### src/ldc_cfg.svh
// Register indexes, field positions, reset values and unimplemented read values
// ==========================================================================
`ifndef LDC_CFG_SVH
`define LDC_CFG_SVH

`define LDC_NUM_DEV 11
`define LDC_NUM_VEND 15
`define LDC_IDX_BANK_MIN 8'h30
`define LDC_IDX_ACT 8'h30
`define LDC_IDX_IO0H 8'h60
`define LDC_IDX_IO0L 8'h61
`define LDC_IDX_IO1H 8'h62
`define LDC_IDX_IO1L 8'h63
`define LDC_IDX_IRQ 8'h70
`define LDC_IDX_IRQT 8'h71
`define LDC_IDX_DMA0 8'h74
`define LDC_IDX_DMA1 8'h75
`define LDC_IDX_VEND_LO 8'hF0
`define LDC_IDX_VEND_HI 8'hFE
`define LDC_ACT_EN_BIT 0
`define LDC_IRQ_WAKE_BIT 4
`define LDC_IRQT_LEVEL_BIT 0
`define LDC_IRQT_POL_BIT 1
`define LDC_RST_BYTE 8'h00
`define LDC_DMA_NONE 3'h4
`define LDC_RD_UNIMPL 8'h00
`define LDC_RD_DMA_UNIMPL 8'h04

`endif

### src/ldc_pkg.sv
// Types shared by the configuration bank modules
package ldc_pkg;
   typedef logic [7:0] ldc_byte_t;
   typedef logic [3:0] ldc_dev_t;
   typedef struct packed {
      logic active;
      logic [15:0] io_base0;
      logic [15:0] io_base1;
      logic [3:0] irq_num;
      logic irq_wake;
      logic irq_level;
      logic irq_high;
      logic [2:0] dma0;
      logic [2:0] dma1;
   } ldc_res_t;
endpackage

### src/ldc_acc_if.sv
// Bank access carrier between decoder and register banks
`timescale 1ns/10ps
`include "ldc_cfg.svh"
interface ldc_acc_if;
   import ldc_pkg::*;
   logic [`LDC_NUM_DEV-1:0] wr_sel;
   ldc_byte_t index;
   ldc_byte_t wdata;
   modport ctrl (output wr_sel, output index, output wdata);
   modport bank (input wr_sel, input index, input wdata);
endinterface

### src/ldc_bank.sv
// One logical device bank of standard configuration registers
`timescale 1ns/10ps
`include "ldc_cfg.svh"
module ldc_bank
   import ldc_pkg::*;
#(
   parameter int unsigned DEV = 0
) (
   // Clock and reset
   input wire logic clock_i,
   input wire logic resetn_i,
   // Access
   ldc_acc_if.bank acc,
   // State and read port
   output ldc_res_t res_o,
   output ldc_byte_t rdata_o,
   output logic hit_o
);
   ldc_byte_t act_q, io0h_q, io0l_q, io1h_q, io1l_q, irq_q, irqt_q;
   logic [2:0] dma0_q, dma1_q;
   ldc_byte_t vend_q [`LDC_NUM_VEND];
   logic we;
   logic [3:0] voff;

   assign we = acc.wr_sel[DEV];
   assign voff = acc.index[3:0];

   // ==================================================================
   // Standard registers
   always_ff @(posedge clock_i or negedge resetn_i) begin
      if (!resetn_i) begin
         act_q <= `LDC_RST_BYTE;
         io0h_q <= `LDC_RST_BYTE;
         io0l_q <= `LDC_RST_BYTE;
         io1h_q <= `LDC_RST_BYTE;
         io1l_q <= `LDC_RST_BYTE;
         irq_q <= `LDC_RST_BYTE;
         irqt_q <= `LDC_RST_BYTE;
         dma0_q <= `LDC_DMA_NONE;
         dma1_q <= `LDC_DMA_NONE;
      end else if (we) begin
         if (acc.index == `LDC_IDX_ACT) begin
            act_q <= {7'h00, acc.wdata[`LDC_ACT_EN_BIT]};
         end else if (acc.index == `LDC_IDX_IO0H) begin
            io0h_q <= acc.wdata;
         end else if (acc.index == `LDC_IDX_IO0L) begin
            io0l_q <= acc.wdata;
         end else if (acc.index == `LDC_IDX_IO1H) begin
            io1h_q <= acc.wdata;
         end else if (acc.index == `LDC_IDX_IO1L) begin
            io1l_q <= acc.wdata;
         end else if (acc.index == `LDC_IDX_IRQ) begin
            irq_q <= {3'h0, acc.wdata[4:0]};
         end else if (acc.index == `LDC_IDX_IRQT) begin
            irqt_q <= {6'h00, acc.wdata[1:0]};
         end else if (acc.index == `LDC_IDX_DMA0) begin
            dma0_q <= acc.wdata[2:0];
         end else if (acc.index == `LDC_IDX_DMA1) begin
            dma1_q <= acc.wdata[2:0];
         end
      end
   end

   // ==================================================================
   // Vendor-defined registers
   genvar g;
   generate
      for (g = 0; g < `LDC_NUM_VEND; g++) begin : g_vend
         always_ff @(posedge clock_i or negedge resetn_i) begin
            if (!resetn_i) begin
               vend_q[g] <= `LDC_RST_BYTE;
            end else if (we && acc.index[7:4] == 4'hF && voff == 4'(g)) begin
               vend_q[g] <= acc.wdata;
            end
         end
      end
   endgenerate

   // ==================================================================
   // Read mux
   always_comb begin
      hit_o = 1'b1;
      rdata_o = `LDC_RD_UNIMPL;
      if (acc.index == `LDC_IDX_ACT) begin
         rdata_o = act_q;
      end else if (acc.index == `LDC_IDX_IO0H) begin
         rdata_o = io0h_q;
      end else if (acc.index == `LDC_IDX_IO0L) begin
         rdata_o = io0l_q;
      end else if (acc.index == `LDC_IDX_IO1H) begin
         rdata_o = io1h_q;
      end else if (acc.index == `LDC_IDX_IO1L) begin
         rdata_o = io1l_q;
      end else if (acc.index == `LDC_IDX_IRQ) begin
         rdata_o = irq_q;
      end else if (acc.index == `LDC_IDX_IRQT) begin
         rdata_o = irqt_q;
      end else if (acc.index == `LDC_IDX_DMA0) begin
         rdata_o = {5'h00, dma0_q};
      end else if (acc.index == `LDC_IDX_DMA1) begin
         rdata_o = {5'h00, dma1_q};
      end else if (acc.index >= `LDC_IDX_VEND_LO && acc.index <= `LDC_IDX_VEND_HI) begin
         rdata_o = vend_q[voff];
      end else begin
         hit_o = 1'b0;
      end
   end

   always_comb begin
      res_o.active = act_q[`LDC_ACT_EN_BIT];
      res_o.io_base0 = {io0h_q, io0l_q};
      res_o.io_base1 = {io1h_q, io1l_q};
      res_o.irq_num = irq_q[3:0];
      res_o.irq_wake = irq_q[`LDC_IRQ_WAKE_BIT];
      res_o.irq_level = irqt_q[`LDC_IRQT_LEVEL_BIT];
      res_o.irq_high = irqt_q[`LDC_IRQT_POL_BIT];
      res_o.dma0 = dma0_q;
      res_o.dma1 = dma1_q;
   end
endmodule

### src/ldc_route.sv
// Routes one block's interrupt and DMA requests onto the shared lines
`timescale 1ns/10ps
`include "ldc_cfg.svh"
module ldc_route
   import ldc_pkg::*;
(
   // Configuration
   input ldc_res_t res_i,
   // Block requests
   input wire logic irq_req_i,
   input wire logic dma0_req_i,
   input wire logic dma1_req_i,
   // Routed lines
   output logic [15:0] irq_hit_o,
   output logic [15:0] irq_val_o,
   output logic [3:0] dma_o,
   output logic wake_o
);
   logic irq_on;
   logic lvl;

   // Zero selects nothing, inactive blocks attach nothing
   assign irq_on = res_i.active && (res_i.irq_num != 4'h0);
   assign lvl = res_i.irq_high ? irq_req_i : ~irq_req_i;
   assign wake_o = irq_on && res_i.irq_wake && irq_req_i;

   genvar g;
   generate
      for (g = 0; g < 16; g++) begin : g_line
         assign irq_hit_o[g] = irq_on && (res_i.irq_num == 4'(g));
         assign irq_val_o[g] = irq_on && (res_i.irq_num == 4'(g)) && lvl;
      end
      for (g = 0; g < 4; g++) begin : g_dma
         // Value 4 never matches a channel; 5-7 likewise ignored
         assign dma_o[g] = res_i.active &&
            ((dma0_req_i && res_i.dma0 == 3'(g)) || (dma1_req_i && res_i.dma1 == 3'(g)));
      end
   endgenerate
endmodule

### src/ldc_top.sv
// Index/data configuration port with banked logical device registers
`timescale 1ns/10ps
`include "ldc_cfg.svh"
module ldc_top
   import ldc_pkg::*;
(
   // Clock and reset
   input wire logic clock_i,
   input wire logic resetn_i,
   // Configuration data port access (same clock domain)
   input wire logic cfg_wr_i,
   input wire logic [7:0] cfg_index_i,
   input wire logic [7:0] cfg_wdata_i,
   input wire logic [3:0] logical_device_selector_i,
   output logic [7:0] cfg_rdata_o,
   // Block requests
   input wire logic [`LDC_NUM_DEV-1:0] irq_req_i,
   input wire logic [`LDC_NUM_DEV-1:0] dma0_req_i,
   input wire logic [`LDC_NUM_DEV-1:0] dma1_req_i,
   // Resources
   output logic [`LDC_NUM_DEV-1:0] active_o,
   output logic [`LDC_NUM_DEV*16-1:0] io_base0_o,
   output logic [`LDC_NUM_DEV*16-1:0] io_base1_o,
   output logic [`LDC_NUM_DEV-1:0] irq_level_o,
   output logic [15:0] irq_line_o,
   output logic [3:0] dma_req_o,
   output logic wake_o
);
   ldc_acc_if acc();
   ldc_res_t res [`LDC_NUM_DEV];
   ldc_byte_t bank_rd [`LDC_NUM_DEV];
   logic [`LDC_NUM_DEV-1:0] bank_hit, wk;
   logic [15:0] hit_m [`LDC_NUM_DEV];
   logic [15:0] val_m [`LDC_NUM_DEV];
   logic [3:0] dma_m [`LDC_NUM_DEV];
   logic in_bank;
   logic dev_ok;
   logic [15:0] line_d;
   logic [3:0] dma_d;
   logic [7:0] rd_d;

   // ==================================================================
   // Access decode
   assign in_bank = cfg_index_i >= `LDC_IDX_BANK_MIN;
   assign dev_ok = logical_device_selector_i < 4'(`LDC_NUM_DEV);
   assign acc.index = cfg_index_i;
   assign acc.wdata = cfg_wdata_i;

   genvar g;
   generate
      for (g = 0; g < `LDC_NUM_DEV; g++) begin : g_dev
         assign acc.wr_sel[g] = cfg_wr_i && in_bank &&
            (logical_device_selector_i == 4'(g));
         ldc_bank #(.DEV(g)) u_bank (
            .clock_i(clock_i),
            .resetn_i(resetn_i),
            .acc(acc),
            .res_o(res[g]),
            .rdata_o(bank_rd[g]),
            .hit_o(bank_hit[g])
         );
         ldc_route u_route (
            .res_i(res[g]),
            .irq_req_i(irq_req_i[g]),
            .dma0_req_i(dma0_req_i[g]),
            .dma1_req_i(dma1_req_i[g]),
            .irq_hit_o(hit_m[g]),
            .irq_val_o(val_m[g]),
            .dma_o(dma_m[g]),
            .wake_o(wk[g])
         );
         assign active_o[g] = res[g].active;
         // Base addresses shown only while active
         assign io_base0_o[g*16 +: 16] = res[g].active ? res[g].io_base0 : 16'h0000;
         assign io_base1_o[g*16 +: 16] = res[g].active ? res[g].io_base1 : 16'h0000;
         assign irq_level_o[g] = res[g].irq_level;
      end
   endgenerate

   // ==================================================================
   // Read data: unimplemented reads give 00h, DMA selects give 04h
   always_comb begin
      rd_d = `LDC_RD_UNIMPL;
      if (in_bank && dev_ok) begin
         if (bank_hit[logical_device_selector_i]) begin
            rd_d = bank_rd[logical_device_selector_i];
         end
      end else if (in_bank && (cfg_index_i == `LDC_IDX_DMA0 ||
                               cfg_index_i == `LDC_IDX_DMA1)) begin
         rd_d = `LDC_RD_DMA_UNIMPL;
      end
   end

   // ==================================================================
   // Shared interrupt and DMA lines; an idle line sits low, but high when the block on it has irq_high clear
   always_comb begin
      line_d = 16'h0000;
      dma_d = 4'h0;
      for (int d = 0; d < `LDC_NUM_DEV; d++) begin
         line_d = line_d | (hit_m[d] & val_m[d]);
         dma_d = dma_d | dma_m[d];
      end
   end

   always_ff @(posedge clock_i or negedge resetn_i) begin
      if (!resetn_i) begin
         cfg_rdata_o <= 8'h00;
      end else begin
         cfg_rdata_o <= rd_d;
      end
   end

   always_ff @(posedge clock_i or negedge resetn_i) begin
      if (!resetn_i) begin
         irq_line_o <= 16'h0000;
         dma_req_o <= 4'h0;
         wake_o <= 1'b0;
      end else begin
         irq_line_o <= line_d;
         dma_req_o <= dma_d;
         wake_o <= |wk;
      end
   end
endmodule

### config.mk
export PLATFORM = sky130hd
export DESIGN_NAME = ldc_top
export DESIGN_NICKNAME = d
export VERILOG_FILES = /design/src/ldc_pkg.sv /design/src/ldc_acc_if.sv /design/src/ldc_bank.sv /design/src/ldc_route.sv /design/src/ldc_top.sv
export VERILOG_INCLUDE_DIRS = /design/src /design/src/src
export SDC_FILE = /design/constraint.sdc
export NUM_CORES = 2
export LEC_CHECK = 0
export BUFFER_PORTS_ARGS = -buffer_cell sky130_fd_sc_hd__buf_2
export CAP_MARGIN = 20
export CORE_UTILIZATION = 50
export CTS_CLUSTER_DIAMETER = 100
export DETAILED_ROUTE_END_ITERATION = 8
export PLACE_DENSITY = 0.67
export SLEW_MARGIN = 10
export SYNTH_ARGS = -nofsm -noshare
export SYNTH_HDL_FRONTEND = slang
export SYNTH_SLANG_ARGS = --single-unit
### constraint.sdc
create_clock -name clock_i -period 3 [get_ports clock_i]
set_input_delay 0.3 -clock clock_i [delete_from_list [all_inputs] [get_ports clock_i]]
set_output_delay 0.3 -clock clock_i [all_outputs]
set_load 0.1 [all_outputs]
# Word level (Yosys, flattened, before mapping)
# Index checks and enable logic that the tools add are counted.
[classes]
order_cmp = 7
n_eq_ne = 265
mux = 194
bitwise = 52
n_reduce_logical = 899
[ops]
columns = ["operator", "n"]
rows = [
  ["two-way mux 8 bit", 136],
  ["logical AND 1 bit", 708],
  ["== test 4 bit, second input constant", 99],
  ["binary-select mux 8 bit (select 4 bit)", 12],
  ["two-way mux 16 bit", 22],
  ["== test 4 x 3 -> 1 bit, second input constant", 52],
  ["bitwise AND 16 bit", 11],
  ["OR 16 bit", 10],
  ["== test 3 x 2 -> 1 bit, second input constant", 44],
  ["AND reduction 10 bit", 11],
  ["== test 4 x 2 -> 1 bit, second input constant", 26],
  ["AND reduction 9 bit", 11],
  ["AND reduction 8 bit", 11],
  ["AND reduction 7 bit", 11],
  ["== test 3 x 1 -> 1 bit, second input constant", 22],
  ["logical NOT 3 bit", 22],
  ["AND reduction 6 bit", 11],
  ["== test 8 x 7 -> 1 bit, second input constant", 8],
  ["AND reduction 5 bit", 11],
  ["== test 4 x 1 -> 1 bit, second input constant", 13],
  ["logical NOT 4 bit", 13],
  ["logical OR 1 bit", 45],
  ["AND reduction 4 bit", 11],
  ["nonzero test 4 bit", 11],
  ["16 further kinds", 86],
]
[totals]
regBits = 1855
in_bits = 56
elab_cells = 1685

# Longest topological paths before layout
[logic_depth]
depth_word = 19
mapped_depth = 13
mapped_depth_nobuf = 8

# Hierarchy
# Synthesis repeated with hierarchy kept, for this count alone.
[unflattened]
hier_cells = 7777
hier_area_um2 = 97751.3
[by_module_without_submodules]
columns = ["module", "n_inst", "cells_per_inst", "area_per_inst_um2"]
rows = [
  ["ldc_bank", 11, 582, 8050.2],
  ["ldc_top", 1, 660, 5042.3],
  ["ldc_route", 11, 65, 377.9],
]

# Worst setup path before layout
# No wires, ideal clock.
[synth_path]
path_kind = "reg-to-output"
startpoint = "register g_dev[0].u_bank.act_q[0]"
endpoint = "output port io_base0_o[10]"
t_arrival_ns = 2.287
path_slack_ns = 0.413
path_stages_with_launch = 4
path_buffers = 2
path_cell_list = "dfrtp_1 clkbuf_1 clkbuf_1 and2_1"
[synth_via]
elab_chain_len = 1
[synth_lines]
columns = ["element", "line", "rtl"]
rows = [
  ["start: declaration", "ldc_bank.sv:19", "ldc_byte_t act_q, io0h_q, io0l_q, io1h_q, io1l_q, irq_q, irqt_q;"],
  ["start signal: assignment", "ldc_bank.sv:32", "act_q <= `LDC_RST_BYTE;"],
  ["start signal: assignment", "ldc_bank.sv:43", "act_q <= {7'h00, acc.wdata[`LDC_ACT_EN_BIT]};"],
  ["two-way mux 16 bit", "ldc_top.sv:74", "assign io_base0_o[g*16 +: 16] = res[g].active ? res[g].io_base0 : 16'h0000;"],
  ["end: declaration", "ldc_top.sv:22", "output logic [`LDC_NUM_DEV*16-1:0] io_base0_o,"],
]
# No other way between the ends.

# Final worst setup path
[layout_path]
startpoint = "register g_dev[7].u_bank.act_q[0]"
endpoint = "output port io_base0_o[116]"
[layout_via]
elab_chain_len = 1
[layout_lines]
columns = ["element", "line"]
rows = [
  ["start: declaration", "ldc_bank.sv:19"],
  ["start signal: assignment", "ldc_bank.sv:32"],
  ["start signal: assignment", "ldc_bank.sv:43"],
  ["two-way mux 16 bit", "ldc_top.sv:74"],
]
# No other way between the ends.

==> impl_results.md <==
* Die Outline Area at 183,600 um^2
* DR iter-0 viols at 7,447
* IO Pins at 459
* Filler instances at 14,172
* Placed cells at 10,164
* # Max-Cap Violations at 0
* DRC viols at 0
* Clk root buf: clkbuf_16
* Finished Layout Cells at 10,551
* # clock sinks at 1,855
* Max Clock Freq at 331.5 MHz
* Met3 Use GR at 0.09088
* Post-Synth Simple-Gate Area at 0.08256
* Largest family of logic cells by synthesized area: multiplexers
* Hold Path Stages at 2
* Worst hold-check path type: input port to register
* Asr flop ratio synth at 1.000
* Top_reg_cell synth: dfrtp_1
* Min-Delay Startpoint: cfg_wdata_i[6]
* Routed vias at 68,378
* Xor-xnor portion of the synthesized cell area at 0.001059
* Worst skew pair latency at 870 ps
* Initial cell density of the core at 0.5032
* Detail-routed net length per standard cell at 34.23 um
* Clock skew at 36.86 ps
* WL final at 361,100 um
* Met2 usage in global routing at 0.5919
* Layout cell share with drive strength beyond 1 at 0.5010
* Synth warn at 0
* Number of global-route vias before repair at 68,963
* Vias per cell at 6.481
* WHS at 59.61 ps
* Hold EP: g_dev[6].u_bank.io1h_q[6]
* Max clock buf depth at 3
* GP Congestion at 1.073
* Worst reg-to-reg path cell count at 10
* Max transition margin at 0.1761
* Final Max Slew Viols at 0
* Nets at 8,058
* Area growth from synthesis to layout at 20.49%
* Initial antenna violation count at 28
* Fin. Hold Viols at 0
* Cts bufs inserted at 198
* Area of placed instances at 102,600 um^2
* RSZ-0062 raised after global routing: false
* Die width at 428.5 um
* Status: finished with violations
* CP required at 2700 ps
* Worst-path clk slew at 70 ps
* Die height at 428.5 um
* Final number of setup-violating endpoints at 2
* HPWL after detailed placement at 266,800 um
* Sequential area share after synthesis at 0.5107
* Mapped Area at 90,960 um^2
* Crit share post-route at 1.006
* CP Max Fanout at 23
* Synth Area in Compound Gates at 0.06417
* Mapped Avg Cell Area at 13.16 um^2
* Most Crowded Layer GR: met2
* Final instance area at 109,600 um^2
* # Post-CTS Setup Buffers at 0
* Adder-cell area share of the yosys netlist at 0
* Met1 Resource Use GR at 0.5178
* Pwr Density at 493.7 nW/um^2
* # rows at 156
* GRT Residual Overflow at 0
* CP Class: register to output port
* Largest net degree at the start of global routing at 128
* Routed Antenna Nets at 0
* Core area at 180,700 um^2
* Number of synthesized register bits at 1,855
* Lkg Pwr at 0.05315 uW
* TritonCTS clock tree: done
* Worst setup EP type: output port
* First-pass iteration count of the detailed router at 7
* Yosys cell types at 95
* Worst setup SP type: register
* First-pass GRT wire length at 519,700 um
* Htree depth at 4
* Mux cell area share after synthesis at 0.3104
* Worst path arrival time at 2720 ps
* Number of synthesized flops with an enable pin at 0
* Syn_nets at 6,967
* Setup ws final at -16.72 ps
* Reg2reg setup slack at 10 ps
* Final min period at 3017 ps
* Least-Margin Pin Slew at 1205 ps
* Buffers on Ports at 458
* Post-Synthesis Cells at 6,911
* R2r endpoint: cfg_rdata_o[0]
* R2r startpoint: g_dev[2].u_bank.vend_q[112]
* Failing checks: setup timing
* Worst IR drop on VDD at 462.8 uV
* GRT Overall Usage at 0.3932
## cells in the final DEF (no fill, tap or decap), types with 78 or more instances in the layout
| cell | count |
|---|---|
| dfrtp_1 | 1829 |
| buf_2 | 440 |
| buf_12 | 125 |
| o22ai_1 | 110 |
| mux2_2 | 1849 |
| clkbuf_16 | 198 |
| mux2i_1 | 126 |
| mux4_2 | 247 |
| buf_4 | 861 |
| o21ai_0 | 162 |
| a21oi_1 | 145 |
| nand3_1 | 78 |
| and2_1 | 361 |
| nand2_1 | 204 |
| nor2_2 | 163 |
| nor2_1 | 264 |
## metrics by stage
| stage | TNS (ps) | total power [uW] | util | setup WS (ps) |
|---|---|---|---|---|
| floorplan | 0 | 26940 | - | 413.5 |
| global placement | -4337 | 28880 | 0.5677 | -576.4 |
| detailed placement | -5420 | 28920 | 0.5677 | -555.5 |
| CTS | 0 | 54320 | 0.6061 | 5.345 |
| global route | 0 | 55460 | 0.6062 | 0.1754 |
| finish | -31.53 | 54100 | 0.6063 | -16.72 |
## cells in the mapped netlist (27+ instances only)
cell / number / share of area
a221oi_1: 63 / 0.0061
nor4b_1: 34 / 0.0033
nand2b_1: 32 / 0.0022
mux2_2: 1849 / 0.23
nor3_1: 50 / 0.0028
nor2_2: 164 / 0.011
and2_1: 361 / 0.025
nand2_1: 205 / 0.0085
mux2i_1: 127 / 0.014
o211ai_1: 42 / 0.0035
a22oi_1: 46 / 0.0038
nor2b_1: 32 / 0.0022
buf_2: 129 / 0.0071
a211oi_1: 49 / 0.0040
a21oi_1: 146 / 0.0080
mux4_2: 247 / 0.061
dfrtp_1: 1833 / 0.50
nor4_1: 28 / 0.0019
o22ai_1: 110 / 0.0076
nand3b_1: 28 / 0.0023
o221ai_1: 67 / 0.0065
nor2_1: 266 / 0.011
o21ai_0: 162 / 0.0089
clkbuf_1: 326 / 0.013
buf_4: 51 / 0.0042
inv_1: 27 / 0.0011
nand3_1: 79 / 0.0043
## layer usage
metal | wire (um) | part of all wire
met4 | 26290 | 0.073
met2 | 161100 | 0.45
met5 | 106 | 0.00029
met3 | 32770 | 0.091
met1 | 140900 | 0.39
## kinds of logic after synthesis
kind of cell | count (synthesis)
multiplexers | 2245
flip-flops | 1855
AND/OR/NAND/NOR | 1366
AO/OA/AOI/OAI | 851
buffers and inverters | 582
XOR/XNOR | 11
other | 1
## worst max path at each step
stage	startpoint	end	slack, ps
after floorplan	g_dev[0].u_bank.act_q[0]	io_base0_o[10]	410
after global placement	cfg_index_i[0]	cfg_rdata_o[3]	-580
after detailed placement	cfg_index_i[0]	cfg_rdata_o[3]	-560
after CTS	g_dev[7].u_bank.act_q[0]	io_base0_o[115]	5
after global routing	g_dev[10].u_bank.irq_q[1]	wake_o	0.2
final	g_dev[7].u_bank.act_q[0]	io_base0_o[116]	-20
## critical path, stage by stage (launching register included)
cell	delay [ps]
dfrtp_4	650
buf_4	430
and2_1	290
buf_2	460
## sequential cells by signal, indices dropped and copies added, names as in the netlist
name and count:
g_dev.u_bank.vend_q 1320, g_dev.u_bank.io1h_q 88, g_dev.u_bank.io1l_q 88, irq_line_o 16, g_dev.u_bank.irqt_q 22, g_dev.u_bank.io0l_q 88
g_dev.u_bank.irq_q 55, g_dev.u_bank.act_q 11, g_dev.u_bank.dma1_q 33, dma_req_o 4, g_dev.u_bank.dma0_q 33, g_dev.u_bank.io0h_q 88
cfg_rdata_o 8, wake_o 1
## report_power, final
group          switching [uW]  total (uW)  internal (uW)
sequential               99.2       25200          25100
clock                   10700       25600          14800
combinational            2330        3320            996
total                   13200       54100          40900
## repair_timing
item / in CTS / in global routing
endpoints found under the setup margin: 53 / 1
pin swaps: 0 / 0
cloned: 0 / 0
endpoints found under the hold margin: 894 / 0
resized for setup: 8 / 4
hold buffers: 8 / 0
## layout make-up
cell class                 count  area, um^2  area share
clock buffer                 294        5836     0.05325
clock inverter                72        1003    0.009156
multi-input combinational   4474       41810      0.3815
antenna                       13       32.53   0.0002968
sequential                  1855       46450      0.4239
timing repair buffer        1444       11380      0.1038
inverter                      29       108.9   0.0009933
tap                         2370        2965     0.02706
Note: power is estimated with default switching activity, not from simulation.
